--- src/logic/qec_defines.svh ---
`ifndef QEC_DEFINES_SVH
`define QEC_DEFINES_SVH

// System clock and fastest encoder pulse rate
`define QEC_CLK_HZ 40000000
`define QEC_MAX_PULSE_HZ 10000
// Cycles between two phase edges at the fastest rate, rounded down
`define QEC_EDGE_CYCLES (`QEC_CLK_HZ / (4 * `QEC_MAX_PULSE_HZ))

// Register byte offsets
`define QEC_ADDR_W 8
`define QEC_CTRL_OFS 8'h00
`define QEC_STATUS_OFS 8'h04
`define QEC_MASK_OFS 8'h08
`define QEC_COUNT0_OFS 8'h0C
`define QEC_COUNT1_OFS 8'h10
`define QEC_CMP0_OFS 8'h14
`define QEC_CMP1_OFS 8'h18

// Control register fields
`define QEC_CTRL_MODE_LSB 0
`define QEC_CTRL_OWN_LSB 2
`define QEC_CTRL_ARMED_LSB 4

// Reset values
`define QEC_OWN_RST 2'h0
`define QEC_MASK_RST 2'h0
`define QEC_COUNT_RST 32'sh00000000
`define QEC_CMP_RST 32'sh00000000

// Bus responses
`define QEC_RESP_OKAY 2'h0
`define QEC_RESP_SLVERR 2'h2

`endif

--- src/logic/qec_pkg.sv ---
package qec_pkg;
  typedef logic signed [31:0] qec_count_type;
  typedef enum logic [1:0] {
    QEC_MODE_SIMPLE,
    QEC_MODE_ENH_CH0,
    QEC_MODE_ENH_CH1,
    QEC_MODE_ENH_BOTH
  } qec_mode_type;
endpackage

--- src/logic/qec_sync.sv ---
`timescale 1ns/1ps
module qec_sync
  import qec_pkg::*;
(
  // Clock and reset
  input wire logic aclk,
  input wire logic aresetn,
  // Raw pins and their synchronised levels
  input wire logic [3:0] raw_in,
  output logic [3:0] sync_q
);
  logic [3:0] meta_q;

  always_ff @(posedge aclk) begin
    if (!aresetn) begin
      meta_q <= 4'h0;
      sync_q <= 4'h0;
    end else begin
      meta_q <= raw_in;
      sync_q <= meta_q;
    end
  end
endmodule

--- src/logic/qec_decoder.sv ---
`timescale 1ns/1ps
module qec_decoder
  import qec_pkg::*;
(
  // Clock and reset
  input wire logic aclk,
  input wire logic aresetn,
  // Synchronised phases
  input wire logic phase_a,
  input wire logic phase_b,
  // Decode selection and pin ownership
  input wire logic enhanced,
  input wire logic enable,
  // One-cycle count steps
  output logic step_up_q,
  output logic step_dn_q
);
  logic a_prev_q;
  logic b_prev_q;
  logic a_rise;
  logic a_fall;
  logic b_rise;
  logic b_fall;

  always_ff @(posedge aclk) begin
    if (!aresetn) begin
      a_prev_q <= 1'b0;
      b_prev_q <= 1'b0;
    end else begin
      a_prev_q <= phase_a;
      b_prev_q <= phase_b;
    end
  end

  // Edges seen on every clock, far faster than the pulse rate
  assign a_rise = phase_a & ~a_prev_q;
  assign a_fall = ~phase_a & a_prev_q;
  assign b_rise = phase_b & ~b_prev_q;
  assign b_fall = ~phase_b & b_prev_q;

  always_ff @(posedge aclk) begin
    if (!aresetn) begin
      step_up_q <= 1'b0;
      step_dn_q <= 1'b0;
    end else if (!enable) begin
      step_up_q <= 1'b0;
      step_dn_q <= 1'b0;
    end else if (enhanced) begin
      // A rising then falling at the same B level cancels out
      step_up_q <= a_rise & ~phase_b;
      step_dn_q <= a_fall & ~phase_b;
    end else begin
      // B idle lets A alone count up
      step_up_q <= a_rise & ~phase_b;
      step_dn_q <= b_rise & ~phase_a;
    end
  end
endmodule

--- src/logic/qec_counter.sv ---
`timescale 1ns/1ps
`include "qec_defines.svh"
// Functional notes
// - Two independent counter channels, each with its own phase A and phase B pin pair.
// - Each channel counts pulse trains up to 10 kHz without losing counts.
// - A leading B makes the channel count up by one per pulse.
// - A lagging B makes the channel count down by one per pulse.
// - In simple decoding A pulses with B off count up.
// - In simple decoding B pulses with A off count down.
// - The second channel uses its own pins and behaves exactly like the first.
// - Reaching the armed compare value raises a match event and starts the user action.
// - The two-bit mode picks simple or enhanced decoding per channel, 0 to 3.
// - Enhanced decoding checks both phases so edge jitter cannot count repeatedly.
// - Simple decoding is the default and counts a single-phase train on A alone.
// - Each count is a signed 32-bit value readable by firmware and compared.
// - A counter pin serves one special function; the latest configured one owns it.
module qec_counter
  import qec_pkg::*;
(
  // Clock and reset
  input wire logic aclk,
  input wire logic aresetn,
  // Encoder phases: bit 0 ch0 A, 1 ch0 B, 2 ch1 A, 3 ch1 B
  input wire logic [3:0] phase_in,
  // Another special input function takes a channel's pins
  input wire logic [1:0] alt_claim,
  // AXI4-Lite write address
  input wire logic [`QEC_ADDR_W-1:0] s_axi_awaddr,
  input wire logic s_axi_awvalid,
  output logic s_axi_awready,
  // AXI4-Lite write data
  input wire logic [31:0] s_axi_wdata,
  input wire logic [3:0] s_axi_wstrb,
  input wire logic s_axi_wvalid,
  output logic s_axi_wready,
  // AXI4-Lite write response
  output logic [1:0] s_axi_bresp,
  output logic s_axi_bvalid,
  input wire logic s_axi_bready,
  // AXI4-Lite read address
  input wire logic [`QEC_ADDR_W-1:0] s_axi_araddr,
  input wire logic s_axi_arvalid,
  output logic s_axi_arready,
  // AXI4-Lite read data
  output logic [31:0] s_axi_rdata,
  output logic [1:0] s_axi_rresp,
  output logic s_axi_rvalid,
  input wire logic s_axi_rready,
  // Match action start and interrupt
  output logic [1:0] user_action_start,
  output logic irq
);
  localparam logic [`QEC_ADDR_W-1:0] COUNT_OFS [2] = '{`QEC_COUNT0_OFS, `QEC_COUNT1_OFS};
  localparam logic [`QEC_ADDR_W-1:0] CMP_OFS [2] = '{`QEC_CMP0_OFS, `QEC_CMP1_OFS};

  function automatic qec_count_type next_count(input qec_count_type c, input logic up,
                                               input logic dn);
    // Plain 32-bit arithmetic wraps in two's complement
    if (up) begin
      return c + 32'sh00000001;
    end
    if (dn) begin
      return c - 32'sh00000001;
    end
    return c;
  endfunction

  function automatic logic [31:0] merge_bytes(input logic [31:0] old, input logic [31:0] wd,
                                              input logic [3:0] st);
    logic [31:0] r;
    r = old;
    for (int k = 0; k < 4; k++) begin
      if (st[k]) begin
        r[8*k +: 8] = wd[8*k +: 8];
      end
    end
    return r;
  endfunction

  function automatic logic addr_mapped(input logic [`QEC_ADDR_W-1:0] a);
    return a == `QEC_CTRL_OFS || a == `QEC_STATUS_OFS || a == `QEC_MASK_OFS ||
           a == `QEC_COUNT0_OFS || a == `QEC_COUNT1_OFS ||
           a == `QEC_CMP0_OFS || a == `QEC_CMP1_OFS;
  endfunction

  logic [3:0] phase_sync;
  logic [1:0] up;
  logic [1:0] dn;
  qec_mode_type mode_q;
  logic [1:0] mode_bits;
  logic [1:0] own_q;
  logic [1:0] armed_q;
  logic [1:0] status_q;
  logic [1:0] status_d;
  logic [1:0] mask_q;
  logic [1:0] match_hit;
  logic [1:0] action_q;
  logic irq_q;
  qec_count_type count_q [2];
  qec_count_type cmp_q [2];
  qec_count_type next_cnt [2];
  logic [1:0] wr_count;
  logic [1:0] wr_cmp;
  logic wr_ctrl;
  logic wr_mask;
  logic wr_en;
  logic rd_take;
  logic rd_status;
  logic [31:0] ctrl_word;
  logic [31:0] ctrl_w;
  logic [31:0] rd_word;

  logic awready_q;
  logic aw_hold_q;
  logic [`QEC_ADDR_W-1:0] awaddr_q;
  logic wready_q;
  logic w_hold_q;
  logic [31:0] wdata_q;
  logic [3:0] wstrb_q;
  logic bvalid_q;
  logic [1:0] bresp_q;
  logic arready_q;
  logic rvalid_q;
  logic [31:0] rdata_q;
  logic [1:0] rresp_q;

  assign mode_bits = mode_q;

  qec_sync u_sync (
    .aclk(aclk),
    .aresetn(aresetn),
    .raw_in(phase_in),
    .sync_q(phase_sync)
  );

  // Identical channels, each on its own pin pair
  for (genvar g = 0; g < 2; g++) begin : g_chan
    qec_decoder u_dec (
      .aclk(aclk),
      .aresetn(aresetn),
      .phase_a(phase_sync[2*g]),
      .phase_b(phase_sync[2*g+1]),
      .enhanced(mode_bits[g]),
      .enable(own_q[g]),
      .step_up_q(up[g]),
      .step_dn_q(dn[g])
    );
  end

  // Write side of the bus
  assign wr_en = aw_hold_q & w_hold_q & ~bvalid_q;
  assign wr_ctrl = wr_en && awaddr_q == `QEC_CTRL_OFS;
  assign wr_mask = wr_en && awaddr_q == `QEC_MASK_OFS;
  assign rd_take = s_axi_arvalid & arready_q;
  assign rd_status = rd_take && s_axi_araddr == `QEC_STATUS_OFS;

  always_ff @(posedge aclk) begin
    if (!aresetn) begin
      awready_q <= 1'b1;
      aw_hold_q <= 1'b0;
      awaddr_q <= '0;
    end else if (s_axi_awvalid && awready_q) begin
      awready_q <= 1'b0;
      aw_hold_q <= 1'b1;
      awaddr_q <= s_axi_awaddr;
    end else if (bvalid_q && s_axi_bready) begin
      awready_q <= 1'b1;
      aw_hold_q <= 1'b0;
    end
  end

  always_ff @(posedge aclk) begin
    if (!aresetn) begin
      wready_q <= 1'b1;
      w_hold_q <= 1'b0;
      wdata_q <= 32'h00000000;
      wstrb_q <= 4'h0;
    end else if (s_axi_wvalid && wready_q) begin
      wready_q <= 1'b0;
      w_hold_q <= 1'b1;
      wdata_q <= s_axi_wdata;
      wstrb_q <= s_axi_wstrb;
    end else if (bvalid_q && s_axi_bready) begin
      wready_q <= 1'b1;
      w_hold_q <= 1'b0;
    end
  end

  always_ff @(posedge aclk) begin
    if (!aresetn) begin
      bvalid_q <= 1'b0;
      bresp_q <= `QEC_RESP_OKAY;
    end else if (wr_en) begin
      bvalid_q <= 1'b1;
      bresp_q <= addr_mapped(awaddr_q) ? `QEC_RESP_OKAY : `QEC_RESP_SLVERR;
    end else if (bvalid_q && s_axi_bready) begin
      bvalid_q <= 1'b0;
    end
  end

  // Read side of the bus
  always_comb begin
    ctrl_word = 32'h00000000;
    ctrl_word[`QEC_CTRL_MODE_LSB +: 2] = mode_bits;
    ctrl_word[`QEC_CTRL_OWN_LSB +: 2] = own_q;
    ctrl_word[`QEC_CTRL_ARMED_LSB +: 2] = armed_q;
    ctrl_w = merge_bytes(ctrl_word, wdata_q, wstrb_q);
    unique case (s_axi_araddr)
      `QEC_CTRL_OFS: rd_word = ctrl_word;
      `QEC_STATUS_OFS: rd_word = {30'h00000000, status_q};
      `QEC_MASK_OFS: rd_word = {30'h00000000, mask_q};
      `QEC_COUNT0_OFS: rd_word = count_q[0];
      `QEC_COUNT1_OFS: rd_word = count_q[1];
      `QEC_CMP0_OFS: rd_word = cmp_q[0];
      `QEC_CMP1_OFS: rd_word = cmp_q[1];
      default: rd_word = 32'h00000000;
    endcase
  end

  always_ff @(posedge aclk) begin
    if (!aresetn) begin
      arready_q <= 1'b1;
      rvalid_q <= 1'b0;
      rdata_q <= 32'h00000000;
      rresp_q <= `QEC_RESP_OKAY;
    end else if (rd_take) begin
      arready_q <= 1'b0;
      rvalid_q <= 1'b1;
      rdata_q <= rd_word;
      rresp_q <= addr_mapped(s_axi_araddr) ? `QEC_RESP_OKAY : `QEC_RESP_SLVERR;
    end else if (rvalid_q && s_axi_rready) begin
      arready_q <= 1'b1;
      rvalid_q <= 1'b0;
    end
  end

  // Next count and match detection per channel
  always_comb begin
    for (int i = 0; i < 2; i++) begin
      wr_count[i] = wr_en && awaddr_q == COUNT_OFS[i];
      wr_cmp[i] = wr_en && awaddr_q == CMP_OFS[i];
      next_cnt[i] = next_count(count_q[i], up[i], dn[i]);
      match_hit[i] = armed_q[i] && (up[i] || dn[i]) && !wr_count[i] &&
                     next_cnt[i] == cmp_q[i];
    end
  end

  always_ff @(posedge aclk) begin
    if (!aresetn) begin
      for (int i = 0; i < 2; i++) begin
        count_q[i] <= `QEC_COUNT_RST;
      end
    end else begin
      for (int i = 0; i < 2; i++) begin
        if (wr_count[i]) begin
          count_q[i] <= qec_count_type'(merge_bytes(count_q[i], wdata_q, wstrb_q));
        end else begin
          count_q[i] <= next_cnt[i];
        end
      end
    end
  end

  // A new compare value re-arms the channel; a match disarms it
  always_ff @(posedge aclk) begin
    if (!aresetn) begin
      armed_q <= 2'h0;
      for (int i = 0; i < 2; i++) begin
        cmp_q[i] <= `QEC_CMP_RST;
      end
    end else begin
      for (int i = 0; i < 2; i++) begin
        if (wr_cmp[i]) begin
          cmp_q[i] <= qec_count_type'(merge_bytes(cmp_q[i], wdata_q, wstrb_q));
          armed_q[i] <= 1'b1;
        end else if (match_hit[i]) begin
          armed_q[i] <= 1'b0;
        end
      end
    end
  end

  // Decode mode and pin ownership
  always_ff @(posedge aclk) begin
    if (!aresetn) begin
      mode_q <= QEC_MODE_SIMPLE;
      own_q <= `QEC_OWN_RST;
    end else if (wr_ctrl) begin
      mode_q <= qec_mode_type'(ctrl_w[`QEC_CTRL_MODE_LSB +: 2]);
      own_q <= ctrl_w[`QEC_CTRL_OWN_LSB +: 2];
    end else begin
      own_q <= own_q & ~alt_claim;
    end
  end

  // Sticky status: a match in the clearing read's cycle survives
  assign status_d = (status_q & ~{2{rd_status}}) | match_hit;

  always_ff @(posedge aclk) begin
    if (!aresetn) begin
      status_q <= 2'h0;
      mask_q <= `QEC_MASK_RST;
      action_q <= 2'h0;
      irq_q <= 1'b0;
    end else begin
      status_q <= status_d;
      if (wr_mask) begin
        mask_q <= wstrb_q[0] ? wdata_q[1:0] : mask_q;
      end
      action_q <= match_hit;
      irq_q <= |(status_d & mask_q);
    end
  end

  assign s_axi_awready = awready_q;
  assign s_axi_wready = wready_q;
  assign s_axi_bvalid = bvalid_q;
  assign s_axi_bresp = bresp_q;
  assign s_axi_arready = arready_q;
  assign s_axi_rvalid = rvalid_q;
  assign s_axi_rdata = rdata_q;
  assign s_axi_rresp = rresp_q;
  assign user_action_start = action_q;
  assign irq = irq_q;
endmodule

--- config.mk ---
export PLATFORM = sky130hd
export DESIGN_NAME = qec_counter
export DESIGN_NICKNAME = d
export VERILOG_FILES = /design/src/logic/qec_pkg.sv /design/src/logic/qec_sync.sv /design/src/logic/qec_decoder.sv /design/src/logic/qec_counter.sv
export VERILOG_INCLUDE_DIRS = /design/src /design/src/logic
export SDC_FILE = /design/constraint.sdc
export NUM_CORES = 1
export LEC_CHECK = 0
export BUFFER_PORTS_ARGS = -buffer_cell sky130_fd_sc_hd__buf_2
export CAP_MARGIN = 20
export CORE_ASPECT_RATIO = 0.5
export CORE_MARGIN = 4
export CORE_UTILIZATION = 61
export DETAILED_ROUTE_END_ITERATION = 6
export GPL_TIMING_DRIVEN = 0
export PLACE_DENSITY_LB_ADDON = 0.3
export REMOVE_ABC_BUFFERS = 1
export SYNTH_ARGS = -nofsm -noshare
export SYNTH_HDL_FRONTEND = slang
export SYNTH_SLANG_ARGS = --single-unit
--- constraint.sdc ---
create_clock -name aclk -period 4.1 [get_ports aclk]
set_input_delay 0.615 -clock aclk [delete_from_list [all_inputs] [get_ports aclk]]
set_output_delay 0.615 -clock aclk [all_outputs]
set_load 0.02 [all_outputs]
After elaboration in Yosys (flattened, before gate mapping). Memories as Yosys holds them, arrays and structs flattened. Cells that the tools add are included.

Word-level logic and storage cells: 243. Memories: 2. RAM bits: 128. Input bits: 65. Output and inout bits: 44. Flip-flop bits (word level): 116.

Bitwise operators: 36. Add/subtract/negate cells: 4. Equality and inequality tests: 15. Muxes and demuxes: 109. Reduce and logical (&&, ||, !) cells: 46.

Memory list: cmp_q (depth 2, bits a word 32, read ports 2, clocked after memory_dff 0, write ports 2, RTL line qec_counter.sv:100) `qec_count_type cmp_q [2];`; count_q (depth 2, bits a word 32, read ports 2, clocked after memory_dff 0, write ports 2, RTL line qec_counter.sv:99) `qec_count_type count_q [2];`.

Operator list (number): 2-to-1 mux 32 bit (14); 2-to-1 mux 8 bit (48); one-hot mux 32 bit (7 select lines) (1); adder 32 x 2 -> 32 bit, second input constant (2); equality test 32 bit (2); subtractor 32 x 2 -> 32 bit, second input constant (2); equality test 8 x 5 -> 1 bit, second input constant (6); 2-to-1 mux 1 bit (42); equality test 8 x 4 -> 1 bit, second input constant (4); logical AND 1 bit (17); equality test 8 x 3 -> 1 bit, second input constant (2); zero test 8 bit (2); AND 1 bit (15); logical OR 1 bit (14); nonzero test 2 bit (6); inverter 1 bit (9); AND reduction 2 bit (4); AND 2 bit (3); 2-to-1 mux 2 bit (3); OR 1 bit (6); 2-to-1 mux 4 bit (1); inverter 2 bit (2); zero test 1 bit (2); inequality test 2 x 1 -> 1 bit, second input constant (1); 2 further kinds (2).

Logic depth before layout (Yosys ltp). An unclocked memory read counts as a cell.

Depth after elaboration: 11. Depth in mapped cells: 12. Gate-level depth less buffers: 11.

Cells and area by module. A second synthesis with hierarchy kept.

Cells, all modules: 1593. Area, all modules: 14152.3 um2.

Modules (own cells, without submodules): qec_counter (area each 13671.9 um2, cells each 1555, times used 1, seq. area each 5805.6 um2); qec_decoder (area each 135.1 um2, cells each 11, times used 2, seq. area each 80.1 um2); qec_sync (area each 210.2 um2, cells each 16, times used 1, seq. area each 160.2 um2).

Worst setup path before layout. OpenSTA, ideal clock, no wires.

Path type: register to register. Start point: mem count_q[1][0] (netlist bit). End point: reg armed_q[1]. Path slack: 0.455 ns. Library setup time: 0.115 ns. Required time: 3.985 ns. Data arrival time: 3.530 ns. Period minus slack after synthesis: 3.645 ns. Buffers on the path: 2. Cell stages (with the launch flop): 12. Cell sequence: edfxtp_1 > buf_4 > or4b_2 > or4_1 > clkbuf_1 > a222oi_1 > xnor2_1 > xnor2_1 > or4_1 > nor4_1 > a31oi_1 > o21a_1.

RTL lines: start, declared (RTL line qec_counter.sv:99); end signal, assigned (RTL line qec_counter.sv:267) `armed_q <= 2'h0;`; end signal, assigned by index (RTL line qec_counter.sv:275) `armed_q[i] <= 1'b1;`; end signal, assigned by index (RTL line qec_counter.sv:277) `armed_q[i] <= 1'b0;`; end, declared (RTL line qec_counter.sv:92) `logic [1:0] armed_q;`.

==> metrics <==
max_cap viols=0; hpwl dp=34,100 µm; gpl congestion=0.9828; Die Wd=220.1 µm; Worst setup SP type=flip-flop; drt first pass iters=7; Post-synth EDFFs=128; Final Max Tran Viols=0; Fillers=1,643; die span in y=114.0 µm; share of cells above drive strength 1=14.15%; core area=21,870 µm²; Initial Util=62.72%; Nets=1,664; Max Fanout on Critical Path=9; Least-Margin Pin Slew=1115 ps; root buf cell=clkbuf_16; row cnt=38; DRC viols=3; all-layer global routing usage=35.92%; FF+latch count, synth=242; Clock Skew=15.59 ps; Post-DRT Antenna Nets=0; NetSw=1.243 mW; status=complete, but fails checks; Period Utilization, post-route=100.8%; final setup fails=4; yosys warns=0; delay of the slowest critical-path stage=630 ps; PD cells=331.0 nW/µm²; WL final=46,360 µm; commonest non-fill, non-tap cells in the layout=nand2_1, a21oi_1, edfxtp_1, dfxtp_1, buf_2; Min Clock Period, post-route=4135 ps; Gate power share=5.9%; Clock Power Share=41.6%; post-synth cell types=80; synthesized area=13,720 µm²; Via Count=13,090; worst path required time=4570 ps; routed vias/inst=6.852; via count of the first global-routing pass=11,820; most common cell after layout, fill and taps aside=nand2_1; worst skew pair latency=530 ps; Sequential Power Share=52.5%; Finished Core Util=70.46%; async set-reset flop share out of synthesis=0%; Max Buffers Root-to-Sink=3; cts bufs inserted=22; initial antenna violation count=0; Hold Vio Cnt, Final=0; ys flop type=edfxtp_1; first-pass GRT wire length=69,350 µm; largest net degree at the start of global routing=93; clock sink count=242; drt first-iter violations=2,160; # H-tree levels=1; drt wl/cell=24.26 µm; Mapped Cells=1,549; crit path capture type=flip-flop; Setup TNS=-118.6 ps; P_leak=5.884 nW; diode count=0; worst path cell trace=or4_4 -> or4_4 -> a222oi_1 -> xnor2_1 -> xnor2_2 -> or4_4 -> nor4_4 -> and3_4 -> o21a_1; pre-CTS setup slack=-675.1 ps; global route overflow=0; Net Sw Frac=24.36%; WP data arrival=4610 ps; Seq/Total Area, Yosys=44.66%; Syn Area/Cell=8.856 µm²; worst min path class=in -> reg; io pins=109; die footprint=25,100 µm²; worst setup margin=-34.81 ps; Layout Area Growth over Synthesis=12.33%; cell mode on critical path=or4_4; Critical path buffers and inverters=0; CP delay by family, top=simple AND/OR/NAND/NOR gates; Int Pwr=3.858 mW; worst relative slew slack=25.30%; Fmax=0.2418 GHz; Setup CP Type=reg -> reg; failing checks=design-rule violations, negative setup slack; Total Power=5.100 mW; IO buf count=106; clk slew on worst S/H paths=70 ps; TritonCTS clock tree=built; worst vdd ir=369.4 µV; CP max-delay cell=or4_4
## cell type report
cell class	count	area [µm²]	share of cell area [%]
multi-input combinational	1167	7144	46.36
sequential	242	6130	39.78
timing repair buffer	147	964.7	6.260
clock buffer	30	664.4	4.311
tap	300	375.4	2.436
clock inverter	10	70.07	0.4547
inverter	15	61.31	0.3979
## synth_stat cells, drive strengths merged, types with 9 or more instances
| master | n | area share, % |
|---|---|---|
| nand2 | 239 | 6.5 |
| a21oi | 170 | 6.2 |
| edfxtp | 128 | 28 |
| dfxtp | 114 | 17 |
| clkbuf | 111 | 3.0 |
| nor2 | 106 | 2.9 |
| xnor2 | 68 | 4.3 |
| a22oi | 67 | 3.7 |
| xor2 | 63 | 4.0 |
| and2 | 53 | 2.4 |
| nor3 | 39 | 1.5 |
| nor4 | 34 | 1.6 |
| nand4 | 29 | 1.3 |
| or4 | 29 | 1.6 |
| nand3 | 27 | 0.99 |
| or3 | 25 | 1.2 |
| a211oi | 22 | 1.2 |
| and3 | 17 | 0.78 |
| buf | 15 | 0.64 |
| inv | 14 | 0.38 |
| o21ai | 14 | 0.51 |
| a31oi | 12 | 0.55 |
| nand2b | 10 | 0.46 |
| or2 | 10 | 0.46 |
| and4 | 9 | 0.57 |
| mux2i | 9 | 0.66 |
| o22ai | 9 | 0.41 |
## flip-flops by register name, summed over array words and instances, names as in the netlist, 4 cells and up
name           flops
cmp_q             64
count_q           64
s_axi_rdata       32
wdata_q           32
awaddr_q           8
u_sync.meta_q      4
u_sync.sync_q      4
wstrb_q            4
## through the flow
stage                     std cells  area, µm²  hold WS [ps]
after detailed placement       1845      14380         412.1
after CTS                      1891      15200         284.6
final                          1911      15410         289.4
after global placement         1830      14120         406.6
after global routing           1911      15410         305.9
after floorplan                1424      13220         389.6
## layer usage
metal | routed length [µm] | global-route usage (%) | up-vias
met1 | 19280 | 53.11 | 6286
met3 | 6499 | 10.70 | 128
li1 | - | - | 5748
met2 | 19230 | 52.49 | 932
met4 | 1351 | 7.692 | 0
met5 | 0 | 0 | -
## power by group through the flow
stage / sequential, mW / combinational, mW / clock (mW)
CTS: 2.67 / 0.291 / 2.12
global route: 2.68 / 0.325 / 2.24
global placement: 2.72 / 0.267 / 0
floorplan: 2.70 / 0.162 / 0
detailed placement: 2.73 / 0.287 / 0
finish: 2.68 / 0.301 / 2.12
## worst paths after layout
kind | slack (ps) | start | cells after the start | end
worst max-delay path | -30 | count_q[1][6] | 9 | status_q[1]
worst min-delay path | 290 | phase_in[3] | 2 | u_sync.meta_q[3]
worst max register to register | -30 | count_q[1][6] | 9 | status_q[1]
worst min register to register | 430 | g_chan[1].u_dec.a_prev_q | 1 | g_chan[1].u_dec.step_up_q
## cell families (layout without fill, tap and decap cells)
kind of cell	Yosys count	after routing	share of synthesized area, %
AO/OA/AOI/OAI	350	350	16.24
XOR/XNOR	136	136	9.203
adder cells (fa/ha/maj)	4	4	0.3648
buffers and inverters	141	202	4.086
flip-flops	242	242	44.66
multiplexers	10	10	0.7388
other	1	2	0.02734
AND/OR/NAND/NOR	665	665	24.68
## what timing repair did
| item | CTS | global route |
|---|---|---|
| gates resized for setup | 7 | 12 |
| hold buffers | 0 | 0 |
| pin swaps | 2 | 5 |
| setup buffers | 6 | 18 |
| endpoints found under the setup margin | 7 | 7 |
Note: power is estimated with default switching activity, not from simulation.
